==> config.mk <==
export PLATFORM = sky130hd
export DESIGN_NAME = key_and_input_command_decoder
export DESIGN_NICKNAME = d
export VERILOG_FILES = /design/src/hw/kd_pkg.sv /design/src/hw/qual_if.sv /design/src/hw/input_qualifier.sv /design/src/hw/key_and_input_command_decoder.sv
export VERILOG_INCLUDE_DIRS = /design/src /design/src/hw
export SDC_FILE = /design/constraint.sdc
export NUM_CORES = 1
export LEC_CHECK = 0
export CORE_MARGIN = 2
export CORE_UTILIZATION = 65
export DETAILED_ROUTE_END_ITERATION = 16
export DONT_BUFFER_PORTS = 1
export PLACE_DENSITY_LB_ADDON = 0.2
export SYNTH_ARGS = -nofsm -noshare
export SYNTH_HDL_FRONTEND = slang
export SYNTH_HIERARCHICAL = 1
export SYNTH_SLANG_ARGS = --single-unit
==> constraint.sdc <==
create_clock -name i_clk_sys -period 6 [get_ports i_clk_sys]
set_clock_uncertainty 0.15 [all_clocks]
set_input_delay 0.6 -clock i_clk_sys [delete_from_list [all_inputs] [get_ports i_clk_sys]]
set_output_delay 0.6 -clock i_clk_sys [all_outputs]
set_load 0.03 [all_outputs]
==> src/hw/kd_regs.svh <==
// Purpose: Constants for the key and input command decoder
// Assumes: 20 MHz system clock
// Notes: Times are kept in their own units; cycle counts derive from them
`ifndef KD_REGS_SVH
`define KD_REGS_SVH

// ****************************************
// Timing
// ****************************************
`define KD_CLK_HZ 20000000
`define KD_MIN_PULSE_MS 200
`define KD_FAST_HOLD_US 100
`define KD_COMBINE_MS 20
`define KD_MIN_PULSE_CYC ((`KD_CLK_HZ / 1000) * `KD_MIN_PULSE_MS)
`define KD_FAST_HOLD_CYC ((`KD_CLK_HZ / 1000000) * `KD_FAST_HOLD_US)
`define KD_COMBINE_CYC ((`KD_CLK_HZ / 1000) * `KD_COMBINE_MS)

// ****************************************
// Chord bit positions, chord codes and counter width
// ****************************************
`define KD_BIT_MODE 3
`define KD_BIT_ZERO 2
`define KD_BIT_LIMITS 1
`define KD_BIT_RESET 0
`define KD_CH_ZERO 4'h4
`define KD_CH_ZERO_RESET 4'h5
`define KD_CH_MODE 4'h8
`define KD_CH_MODE_RESET 4'h9
`define KD_CH_MODE_ZERO 4'hc
`define KD_CH_MODE_LIMITS 4'ha
`define KD_CH_LIMITS_RESET 4'h3
`define KD_CH_RESET 4'h1
`define KD_CNT_W 22

`endif

==> src/hw/kd_pkg.sv <==
// Purpose: Types shared by the decoder modules
// Assumes: Nothing beyond the constants header
// Notes: Codes are written out so waveforms read plainly
`default_nettype none
package kd_pkg;
  typedef enum logic [1:0] {
    VIEW_NORMAL = 2'h0,
    VIEW_MAX = 2'h1,
    VIEW_MIN = 2'h2,
    VIEW_TOTAL_INDICATED_READING = 2'h3
  } view_t;

  typedef enum logic [1:0] {
    ST_IDLE = 2'h0,
    ST_SETTLE = 2'h1,
    ST_DONE = 2'h2
  } state_t;
endpackage : kd_pkg
`default_nettype wire

==> src/hw/qual_if.sv <==
// Purpose: Carries one raw command line pair into a qualifier
// Assumes: key is active high, ext_n is active low
// Notes: active is the filtered, qualified level
`default_nettype none
interface qual_if;
  logic key;
  logic ext_n;
  logic active;
  modport src (output key, output ext_n, input active);
  modport sink (input key, input ext_n, output active);
endinterface : qual_if
`default_nettype wire

==> src/hw/input_qualifier.sv <==
// Purpose: Synchronise a key and an external line, then qualify width
// Assumes: Both lines are asynchronous to i_clk_sys
// Notes: Release is immediate; only assertion must meet the width
`default_nettype none
module input_qualifier #(
  parameter int CNT_W = 22,
  parameter int LIMIT = 4000000
) (
  input wire logic i_clk_sys,
  input wire logic i_resetn,
  qual_if.sink q
);
  logic key_s1_q, key_s2_q, ext_s1_q, ext_s2_q;
  logic [CNT_W-1:0] cnt_q, cnt_d;
  logic level_q, level_d;
  logic raw;

  // Two stages on each pin before anything looks at it
  always_ff @(posedge i_clk_sys or negedge i_resetn) begin
    if (!i_resetn) begin
      key_s1_q <= 1'b0;
      key_s2_q <= 1'b0;
      ext_s1_q <= 1'b1;
      ext_s2_q <= 1'b1;
    end else begin
      key_s1_q <= q.key;
      key_s2_q <= key_s1_q;
      ext_s1_q <= q.ext_n;
      ext_s2_q <= ext_s1_q;
    end
  end

  // External line acts exactly as its key; low means asserted
  assign raw = key_s2_q | ~ext_s2_q; // RULE1 RULE2 RULE3 RULE4

  // Any dropout restarts the count, so bounce never qualifies
  always_comb begin
    cnt_d = cnt_q;
    level_d = level_q;
    if (!raw) begin
      cnt_d = '0; // RULE20
      level_d = 1'b0; // RULE12 RULE13
    end else if (cnt_q == CNT_W'(LIMIT - 1)) begin
      level_d = 1'b1; // RULE11 RULE13
    end else begin
      cnt_d = cnt_q + 1'b1;
    end
  end

  always_ff @(posedge i_clk_sys or negedge i_resetn) begin
    if (!i_resetn) begin
      cnt_q <= '0;
      level_q <= 1'b0;
    end else begin
      cnt_q <= cnt_d;
      level_q <= level_d;
    end
  end

  assign q.active = level_q;
endmodule : input_qualifier
`default_nettype wire

==> src/hw/key_and_input_command_decoder.sv <==
// Purpose: Decode four keys and rear inputs into operating commands
// Assumes: Keys active high, rear inputs active low, 20 MHz clock
// Notes: Chords settle for a short window before one command fires
// Function
// [RULE1] Rear mode input acts as mode key
// [RULE2] Zero input alone takes new zero
// [RULE3] Rear limits input acts as limits key
// [RULE4] Reset alone holds display; combines as reset
// [RULE5] Zero with reset restores calibration zero
// [RULE6] Mode alone steps max, min, total, normal
// [RULE7] Mode with reset clears max, min, total
// [RULE8] Mode with zero steps function if several
// [RULE9] Mode with limits starts amplifier check
// [RULE10] Limits with reset clears latched limits
// [RULE11] Commands need 200ms, act within 200ms
// [RULE12] Digital hold 200ms in, released on removal
// [RULE13] Fast hold 0.1ms in, released on removal
// [RULE14] Fast hold freezes display and analogue output
// [RULE15] Driver should add digital hold after fast
// [RULE16] Non-isolated inputs assert on logic low
// [RULE17] Isolated inputs assert by applied voltage
// [RULE18] Indicators show max, min or both
// [RULE19] Chords are one command, once per press
// [RULE20] Short pulses are filtered as noise
`include "kd_regs.svh"
`default_nettype none
module key_and_input_command_decoder #(
  parameter int MIN_PULSE_CYC = `KD_MIN_PULSE_CYC,
  parameter int COMBINE_CYC = `KD_COMBINE_CYC
) (
  input wire logic i_clk_sys,
  input wire logic i_resetn,
  input wire logic i_key_mode,
  input wire logic i_key_zero,
  input wire logic i_key_limits,
  input wire logic i_key_reset,
  input wire logic i_ext_mode_n,
  input wire logic i_ext_zero_n,
  input wire logic i_ext_limits_n,
  input wire logic i_ext_reset_n,
  input wire logic i_ext_fast_hold_n,
  input wire logic i_multi_function,
  output logic o_zero_capture,
  output logic o_zero_clear,
  output logic o_peaks_clear,
  output logic o_function_next,
  output logic o_amp_check,
  output logic o_limits_clear,
  output logic o_digital_hold,
  output logic o_freeze_display,
  output logic o_freeze_analogue,
  output logic [1:0] o_view,
  output logic o_ind_up,
  output logic o_ind_down
);
  localparam int FAST_CYC = `KD_FAST_HOLD_CYC;
  localparam int CW = `KD_CNT_W;

  // ****************************************
  // Input qualification
  // ****************************************
  logic [4:0] key_in, ext_in_n, qual;
  logic [3:0] chord;
  assign key_in = {1'b0, i_key_mode, i_key_zero, i_key_limits, i_key_reset};
  assign ext_in_n = {i_ext_fast_hold_n, i_ext_mode_n, i_ext_zero_n,
                     i_ext_limits_n, i_ext_reset_n}; // RULE16 RULE17

  // Fast hold has no key and a much shorter width
  for (genvar g = 0; g < 5; g++) begin : g_qual
    qual_if q ();
    assign q.key = key_in[g];
    assign q.ext_n = ext_in_n[g];
    assign qual[g] = q.active;
    input_qualifier #(
      .CNT_W(CW),
      .LIMIT((g == 4) ? FAST_CYC : MIN_PULSE_CYC)
    ) u_qual (
      .i_clk_sys(i_clk_sys),
      .i_resetn(i_resetn),
      .q(q)
    );
  end
  assign chord = qual[3:0];

  // Strap-like config level still crosses into the clock domain
  logic multi_s1_q, multi_s2_q;
  always_ff @(posedge i_clk_sys or negedge i_resetn) begin
    if (!i_resetn) begin
      multi_s1_q <= 1'b0;
      multi_s2_q <= 1'b0;
    end else begin
      multi_s1_q <= i_multi_function;
      multi_s2_q <= multi_s1_q;
    end
  end

  // ****************************************
  // Chord sequencer
  // ****************************************
  kd_pkg::state_t state_q, state_d;
  logic [CW-1:0] cnt_q, cnt_d;
  logic [3:0] last_q, last_d;
  logic fire;

  // A chord must stand unchanged for the window; keys need not land together
  always_comb begin
    state_d = state_q;
    cnt_d = cnt_q;
    last_d = chord;
    fire = 1'b0;
    unique case (state_q)
      kd_pkg::ST_IDLE: begin
        cnt_d = '0;
        if (chord != 4'h0) begin
          state_d = kd_pkg::ST_SETTLE;
        end
      end
      kd_pkg::ST_SETTLE: begin
        if (chord == 4'h0) begin
          state_d = kd_pkg::ST_IDLE;
        end else if (chord != last_q) begin
          cnt_d = '0; // RULE19
        end else if (cnt_q == CW'(COMBINE_CYC - 1)) begin
          fire = 1'b1;
          state_d = kd_pkg::ST_DONE; // RULE19
        end else begin
          cnt_d = cnt_q + 1'b1;
        end
      end
      kd_pkg::ST_DONE: begin
        cnt_d = '0;
        if (chord == 4'h0) begin
          state_d = kd_pkg::ST_IDLE; // RULE19
        end
      end
      default: begin
        state_d = kd_pkg::ST_IDLE;
      end
    endcase
  end

  always_ff @(posedge i_clk_sys or negedge i_resetn) begin
    if (!i_resetn) begin
      state_q <= kd_pkg::ST_IDLE;
      cnt_q <= '0;
      last_q <= 4'h0;
    end else begin
      state_q <= state_d;
      cnt_q <= cnt_d;
      last_q <= last_d;
    end
  end

  // ****************************************
  // Command outputs
  // ****************************************
  kd_pkg::view_t view_q, view_d;
  logic zcap_d, zclr_d, pclr_d, fnext_d, amp_d, lclr_d, dhold_d, fhold_d;

  // Unlisted chords fire nothing; pulses last one cycle
  always_comb begin
    view_d = view_q;
    zcap_d = fire && chord == `KD_CH_ZERO; // RULE2
    zclr_d = fire && chord == `KD_CH_ZERO_RESET; // RULE5
    pclr_d = fire && chord == `KD_CH_MODE_RESET; // RULE7
    fnext_d = fire && chord == `KD_CH_MODE_ZERO && multi_s2_q; // RULE8
    amp_d = fire && chord == `KD_CH_MODE_LIMITS; // RULE9
    lclr_d = fire && chord == `KD_CH_LIMITS_RESET; // RULE10
    dhold_d = state_q == kd_pkg::ST_DONE
              && chord == `KD_CH_RESET; // RULE4 RULE12
    fhold_d = qual[4]; // RULE13 RULE14
    if (fire && chord == `KD_CH_MODE) begin
      unique case (view_q) // RULE6
        kd_pkg::VIEW_NORMAL: view_d = kd_pkg::VIEW_MAX;
        kd_pkg::VIEW_MAX: view_d = kd_pkg::VIEW_MIN;
        kd_pkg::VIEW_MIN: view_d = kd_pkg::VIEW_TOTAL_INDICATED_READING;
        kd_pkg::VIEW_TOTAL_INDICATED_READING: view_d = kd_pkg::VIEW_NORMAL;
      endcase
    end
  end

  always_ff @(posedge i_clk_sys or negedge i_resetn) begin
    if (!i_resetn) begin
      view_q <= kd_pkg::VIEW_NORMAL;
      o_zero_capture <= 1'b0;
      o_zero_clear <= 1'b0;
      o_peaks_clear <= 1'b0;
      o_function_next <= 1'b0;
      o_amp_check <= 1'b0;
      o_limits_clear <= 1'b0;
      o_digital_hold <= 1'b0;
      o_freeze_display <= 1'b0;
      o_freeze_analogue <= 1'b0;
      o_ind_up <= 1'b0;
      o_ind_down <= 1'b0;
    end else begin
      view_q <= view_d;
      o_zero_capture <= zcap_d;
      o_zero_clear <= zclr_d;
      o_peaks_clear <= pclr_d;
      o_function_next <= fnext_d;
      o_amp_check <= amp_d;
      o_limits_clear <= lclr_d;
      o_digital_hold <= dhold_d;
      o_freeze_display <= fhold_d;
      o_freeze_analogue <= fhold_d;
      o_ind_up <= view_d == kd_pkg::VIEW_MAX
                  || view_d
                  == kd_pkg::VIEW_TOTAL_INDICATED_READING; // RULE18
      o_ind_down <= view_d == kd_pkg::VIEW_MIN
                    || view_d
                    == kd_pkg::VIEW_TOTAL_INDICATED_READING; // RULE18
    end
  end
  assign o_view = view_q;
endmodule : key_and_input_command_decoder
`default_nettype wire

# Yosys cells after proc, flatten, opt, wreduce, memory -nomap -nowiden
# Cells that the tools add are included.
# totals
regBits	175
latchBits	0
mem_bits_rw	0
rom_bits	0
inputBits	12
output_inout_bits	13
word_cells	153
memories	0
# classes
addsub	6
n_mul	0
div_mod_pow	0
n_lt_le_gt_ge	0
eq_ne	39
shift	0
n_mux	36
bitwise	9
n_reduce_logical	19
# op_table
operator	count
$mux 22	13
$add 22x1->22 const B	6
$eq 22x22->1 const B	4
$pmux 22 s2	1
$ne 2x2->1 const B	13
$eq 22x11->1 const B	1
$eq 22x19->1 const B	1
$eq 4x4->1 const B	4
$mux 1	14
$mux 2	6
$eq 2x2->1 const B	5
$logic_and 1x1->1	9
$ne 3x3->1 const B	3
$eq 4x3->1 const B	2
$pmux 2 s4	1
$eq 2x1->1 const B	3
$pmux 2 s3	1
$not 1->1	5
$eq 4x1->1 const B	1
$eq 4x2->1 const B	1
$logic_not 2->1	2
$logic_not 4->1	1
$ne 4x4->1	1
$or 1x1->1	4
6 further kinds	7

# Depth between registers and ports, before layout
# depth
depth_word	9
ltp_mapped	6
mapped_depth_nobuf	6

# Cells and area by module
# Netlist, hierarchy kept.
# modules_own_cells
module	instances	cells_per_inst	area_each_um2	seq_area_each_um2
input_qualifier at g_qual[0].u_qual ...	4	147	1405.1	678.2
key_and_input_command_decoder	1	211	2190.9	1026.0
input_qualifier at g_qual[4].u_qual	1	129	1347.5	678.2

# Worst setup path after synthesis
# No wires, ideal clock.
# synth_path
kind	reg-to-reg
startpoint	register, netlist name cnt_q[16]
endpoint	register o_ind_down
setup_ps	128
t_arrival_ps	1764
required_time_ps	5722
path_slack_ps	3959
stages_incl_launch_ff	6
path_buffers	0
synth_period_minus_slack_ps	2041
path_cell_list	dfrtp_1 > nor4_4 > nand2_1 > or3_4 > nor4_4 > mux2_1
# synth_lines
item	line	source
to (signal assigned)	key_and_input_command_decoder.sv:210	o_ind_down <= view_d == kd_pkg::VIEW_MIN
to (decl)	key_and_input_command_decoder.sv:54	output logic o_ind_down

==> summary by stage <==
Critical path
The critical path's most frequent cell is sky130_fd_sc_hd__a31oi_1. The family of cells with the greatest summed delay on the critical path is simple AND/OR/NAND/NOR gates. Of all nets on the critical path, the largest fanout is 9. For the worst flop-to-flop path, the logic depth is 5. The worst endpoint required time is 6.18 ns. The slowest stage of the critical path belongs to the cell sky130_fd_sc_hd__nor3_1. The critical path goes through xnor2_1 -> nand4_2 -> nor3_1 -> a31oi_1 -> a31oi_1. The cell depth of the worst setup path is 5. The count of buffering cells on the critical path with inverters included is 0. The endpoint type of the worst setup path is a register. The endpoint arrival time on the critical path is about 2.6 ns. The largest stage delay on the critical path is 0.80 ns.

The category of the critical setup timing path is reg -> reg. The worst setup path is launched from a register.

Clocking
Clock tree synthesis found a total of 176 sinks. The CTS tree is built. The worst-skew pair later-pin latency is 0.42 ns. After clock tree synthesis, the clock-pin slew on the worst setup and hold paths is around 0.070 ns. The count of H-tree levels built during CTS is 4. In this run the clock root is driven by a sky130_fd_sc_hd__clkbuf_16. No sink is reached through more buffers than the 2 on the longest clock path. The number of buffers created by CTS is 17.

Placed design
The final weighted congestion in routability-driven placement is 0.913. Detailed placement ended at an HPWL of about 13000 um. The number of input and output port buffers inserted is 0.

The cell total after placement is 1072.

Min path
The path class of the tightest hold or removal check is in -> async.

Routing
The first-iteration detailed-routing DRC count is 702. Dividing the detail-routed via count by the number of cells gives 6.72. The routed layout has about 7500 vias.

The final antenna-violating net count is 0. The average detailed-routed wire length per instance is about 17 um. After detailed routing, the number of remaining DRC violations is 0. The number of iterations in the first detailed-routing pass is 6. The sum of routed wire length over all layers is 19300 um.

Floorplanning
The die height is 123 um. The die width is 123 um. The placeable core region is 13800 um2. The floorplan die area is 15100 um2. Once the floorplan was initialized, standard cells occupied 66.2% of the core.

The top-level I/O count is 25. In this run the core area contains between 40 and 50 standard-cell rows.

Logic synthesis
The synthesized netlist occupies a cell area of 9160 um2. The leading register cell type out of synthesis is sky130_fd_sc_hd__dfrtp_1. In this run the mean area of a mapped cell was 9.87 um2. Summing the sequential cell areas from Yosys gives 48.2% of the chip area. The total of warnings raised by yosys is 6. The synthesized net count is around 950. The number of register bits inferred by synthesis is about 180. The count of flip-flops with a built-in enable after synthesis is 0. The number of instances in the synthesized netlist is slightly above 900. The share of synthesized registers carrying an async set or reset is between 90% and 100%. The count of distinct cell types in the synthesized netlist is 72.

Flow run
Across the run, the number of max-cap violations was 0.

Outcome
The flow ran to the end, but the final reports show violations. The checks that failed: negative hold slack.

Timing
Static timing analysis puts the maximum clock frequency at 416 MHz. The number of slew-limit violations in the final report is 0. In the finished design, the share of the clock period the worst path needs comes to 40.1%. Setup repair after global routing left no endpoint under its margin. The slew of the pin with the lowest slew margin is 0.977 ns. The total setup violations reported at the end of the flow is 0. The remaining max-slew budget at the tightest pin is 34.9%.

The final number of hold-violating endpoints is 18. The minimum clock period is 2.40 ns. The total negative slack is 0 ns. The worst-case hold slack is -0.0808 ns.

Global routing
The number of antenna violations at the first check in global routing is 0. The overall fraction of global-route tracks in use is a little over a quarter. Entering global routing, the biggest net connects around 180 pins. The number of global-route vias before repair came to between 7000 and 8000. The wire length of the first global-routing pass is 32800 um.

The total congestion overflow is 0.

Final layout
The fraction of final layout cells with drive strength greater than 1 is under 10%. The number of standard cells in the layout, taps in and fillers out is about 1100. The share of the core filled with cells is a little under three quarters. The number of fillers in the final layout is 977.

The final-stage net count is 937. The area overhead of the layout relative to synthesis is 7.54%. The total inserted antenna cells is 0.

Pwr
The worst IR drop on VDD is 247 uV. The leakage power summed over all cells is 4.03 nW. The power per cell area is 257 nW/um2.
path summary, 6_finish.rpt:
check	startpoint	to	slack, ns
setup / recovery	g_qual[0].u_qual/q.active	cnt_q[4]	3.60
hold / removal	i_resetn	g_qual[4].u_qual/cnt_q[5]	-0.08
setup reg to reg	g_qual[0].u_qual/q.active	cnt_q[4]	3.60
hold reg to reg	g_qual[1].u_qual/key_s1_q	g_qual[1].u_qual/key_s2_q	0.20
max in group asynchronous	i_resetn	g_qual[2].u_qual/cnt_q[3]	4.95
min in group i_clk_sys	i_key_reset	g_qual[0].u_qual/key_s1_q	0.05
layout by cell type, fill, tap and decap left out, types with 20 or more instances in the layout:
master	n
sky130_fd_sc_hd__o21ai_0	47
sky130_fd_sc_hd__and4_1	20
sky130_fd_sc_hd__dfrtp_1	166
sky130_fd_sc_hd__a21oi_1	52
sky130_fd_sc_hd__nor4_1	25
sky130_fd_sc_hd__xnor2_1	24
sky130_fd_sc_hd__nor3_1	28
sky130_fd_sc_hd__nand2_1	72
sky130_fd_sc_hd__nand4_1	33
sky130_fd_sc_hd__nor2_1	77
sky130_fd_sc_hd__nand3_1	60
registers in the layout, indices dropped and copies added, names as in the netlist:
signal                  flops
g_qual.u_qual/ext_s2_q      5
o_ind_up                    1
cnt_q                      22
o_amp_check                 1
o_zero_clear                1
g_qual.u_qual/key_s2_q      5
o_limits_clear              1
o_freeze_analogue           1
multi_s2_q                  1
o_ind_down                  1
g_qual.u_qual/cnt_q       110
state_q                     2
g_qual.u_qual/q.active      5
multi_s1_q                  1
o_zero_capture              1
o_view                      1
o_digital_hold              1
last_q                      4
g_qual.u_qual/ext_s1_q      5
g_qual.u_qual/key_s1_q      5
o_function_next             1
o_peaks_clear               1
final cells by class:
type                       instances  area, um2  area share, %
inverter                          20       75.1          0.762
tap                              180        225           2.29
clock buffer                      21        470           4.78
multi-input combinational        692       4450           45.2
timing repair buffer              10        108           1.09
sequential                       176       4420           44.8
clock inverter                    11        106           1.08
worst reg2reg max path, cell delays in order (launching register included):
cell and delay (ns):
sky130_fd_sc_hd__dfrtp_1 0.47, sky130_fd_sc_hd__xnor2_1 0.24, sky130_fd_sc_hd__nand4_2 0.22, sky130_fd_sc_hd__nor3_1 0.80, sky130_fd_sc_hd__a31oi_1 0.22, sky130_fd_sc_hd__a31oi_1 0.21
Yosys cell counts (20+ instances only):
| cell | count | area [um2] |
|---|---|---|
| sky130_fd_sc_hd__a21oi_1 | 52 | 260 |
| sky130_fd_sc_hd__nand3_1 | 60 | 300 |
| sky130_fd_sc_hd__nor2_1 | 77 | 289 |
| sky130_fd_sc_hd__o21ai_0 | 47 | 235 |
| sky130_fd_sc_hd__nor4_1 | 25 | 156 |
| sky130_fd_sc_hd__clkbuf_1 | 23 | 86.3 |
| sky130_fd_sc_hd__xnor2_1 | 24 | 210 |
| sky130_fd_sc_hd__nor3_1 | 28 | 140 |
| sky130_fd_sc_hd__dfrtp_1 | 166 | 4150 |
| sky130_fd_sc_hd__nand2_1 | 72 | 270 |
| sky130_fd_sc_hd__and4_1 | 20 | 175 |
| sky130_fd_sc_hd__nand4_1 | 33 | 206 |
repair_timing:
action                                 4_1_cts  5_1_grt
setup buffers                                0        0
endpoints found under the hold margin      176        5
hold buffers                                 1        5
resized for setup                            0        0
power breakdown:
part           internal [mW]  switching [mW]
Clock                  0.607           0.456
Sequential              1.24          0.0802
Combinational         0.0563          0.0924
Total                   1.91           0.629
metrics by stage:
step	worst slack (ns)	hold WS, ns	total power, mW	instance area, um2
3_3_place_gp	3.83	0.160	1.45	9200
3_5_place_dp	3.74	0.159	1.46	9200
2_1_floorplan	3.96	0.154	1.42	9160
6_report	3.60	-0.0808	2.54	9850
4_1_cts	3.66	0.00333	2.55	9800
5_1_grt	3.45	0.0297	2.65	9850
logic make-up after synthesis:
kind of cell,share of synthesized area (%)
fa+ha+maj,1.09
buf+inv,3.21
compound gates,13.5
mux,1.34
simple gates,28.4
flops,48.2
other cells,0.0409
xor+xnor,4.18
routing by layer:
layer  share of wire [%]  vias up  track usage, %  routed length (um)
met1                  44     3750            37.3                8490
met2                  50      231            43.3                9630
met4                 1.5        0            8.26                 282
li1                    -     3449               -                   -
met5                   0        -               0                   0
met3                 4.6       28            5.48                 890
Power figures use the tool's default switching activity.
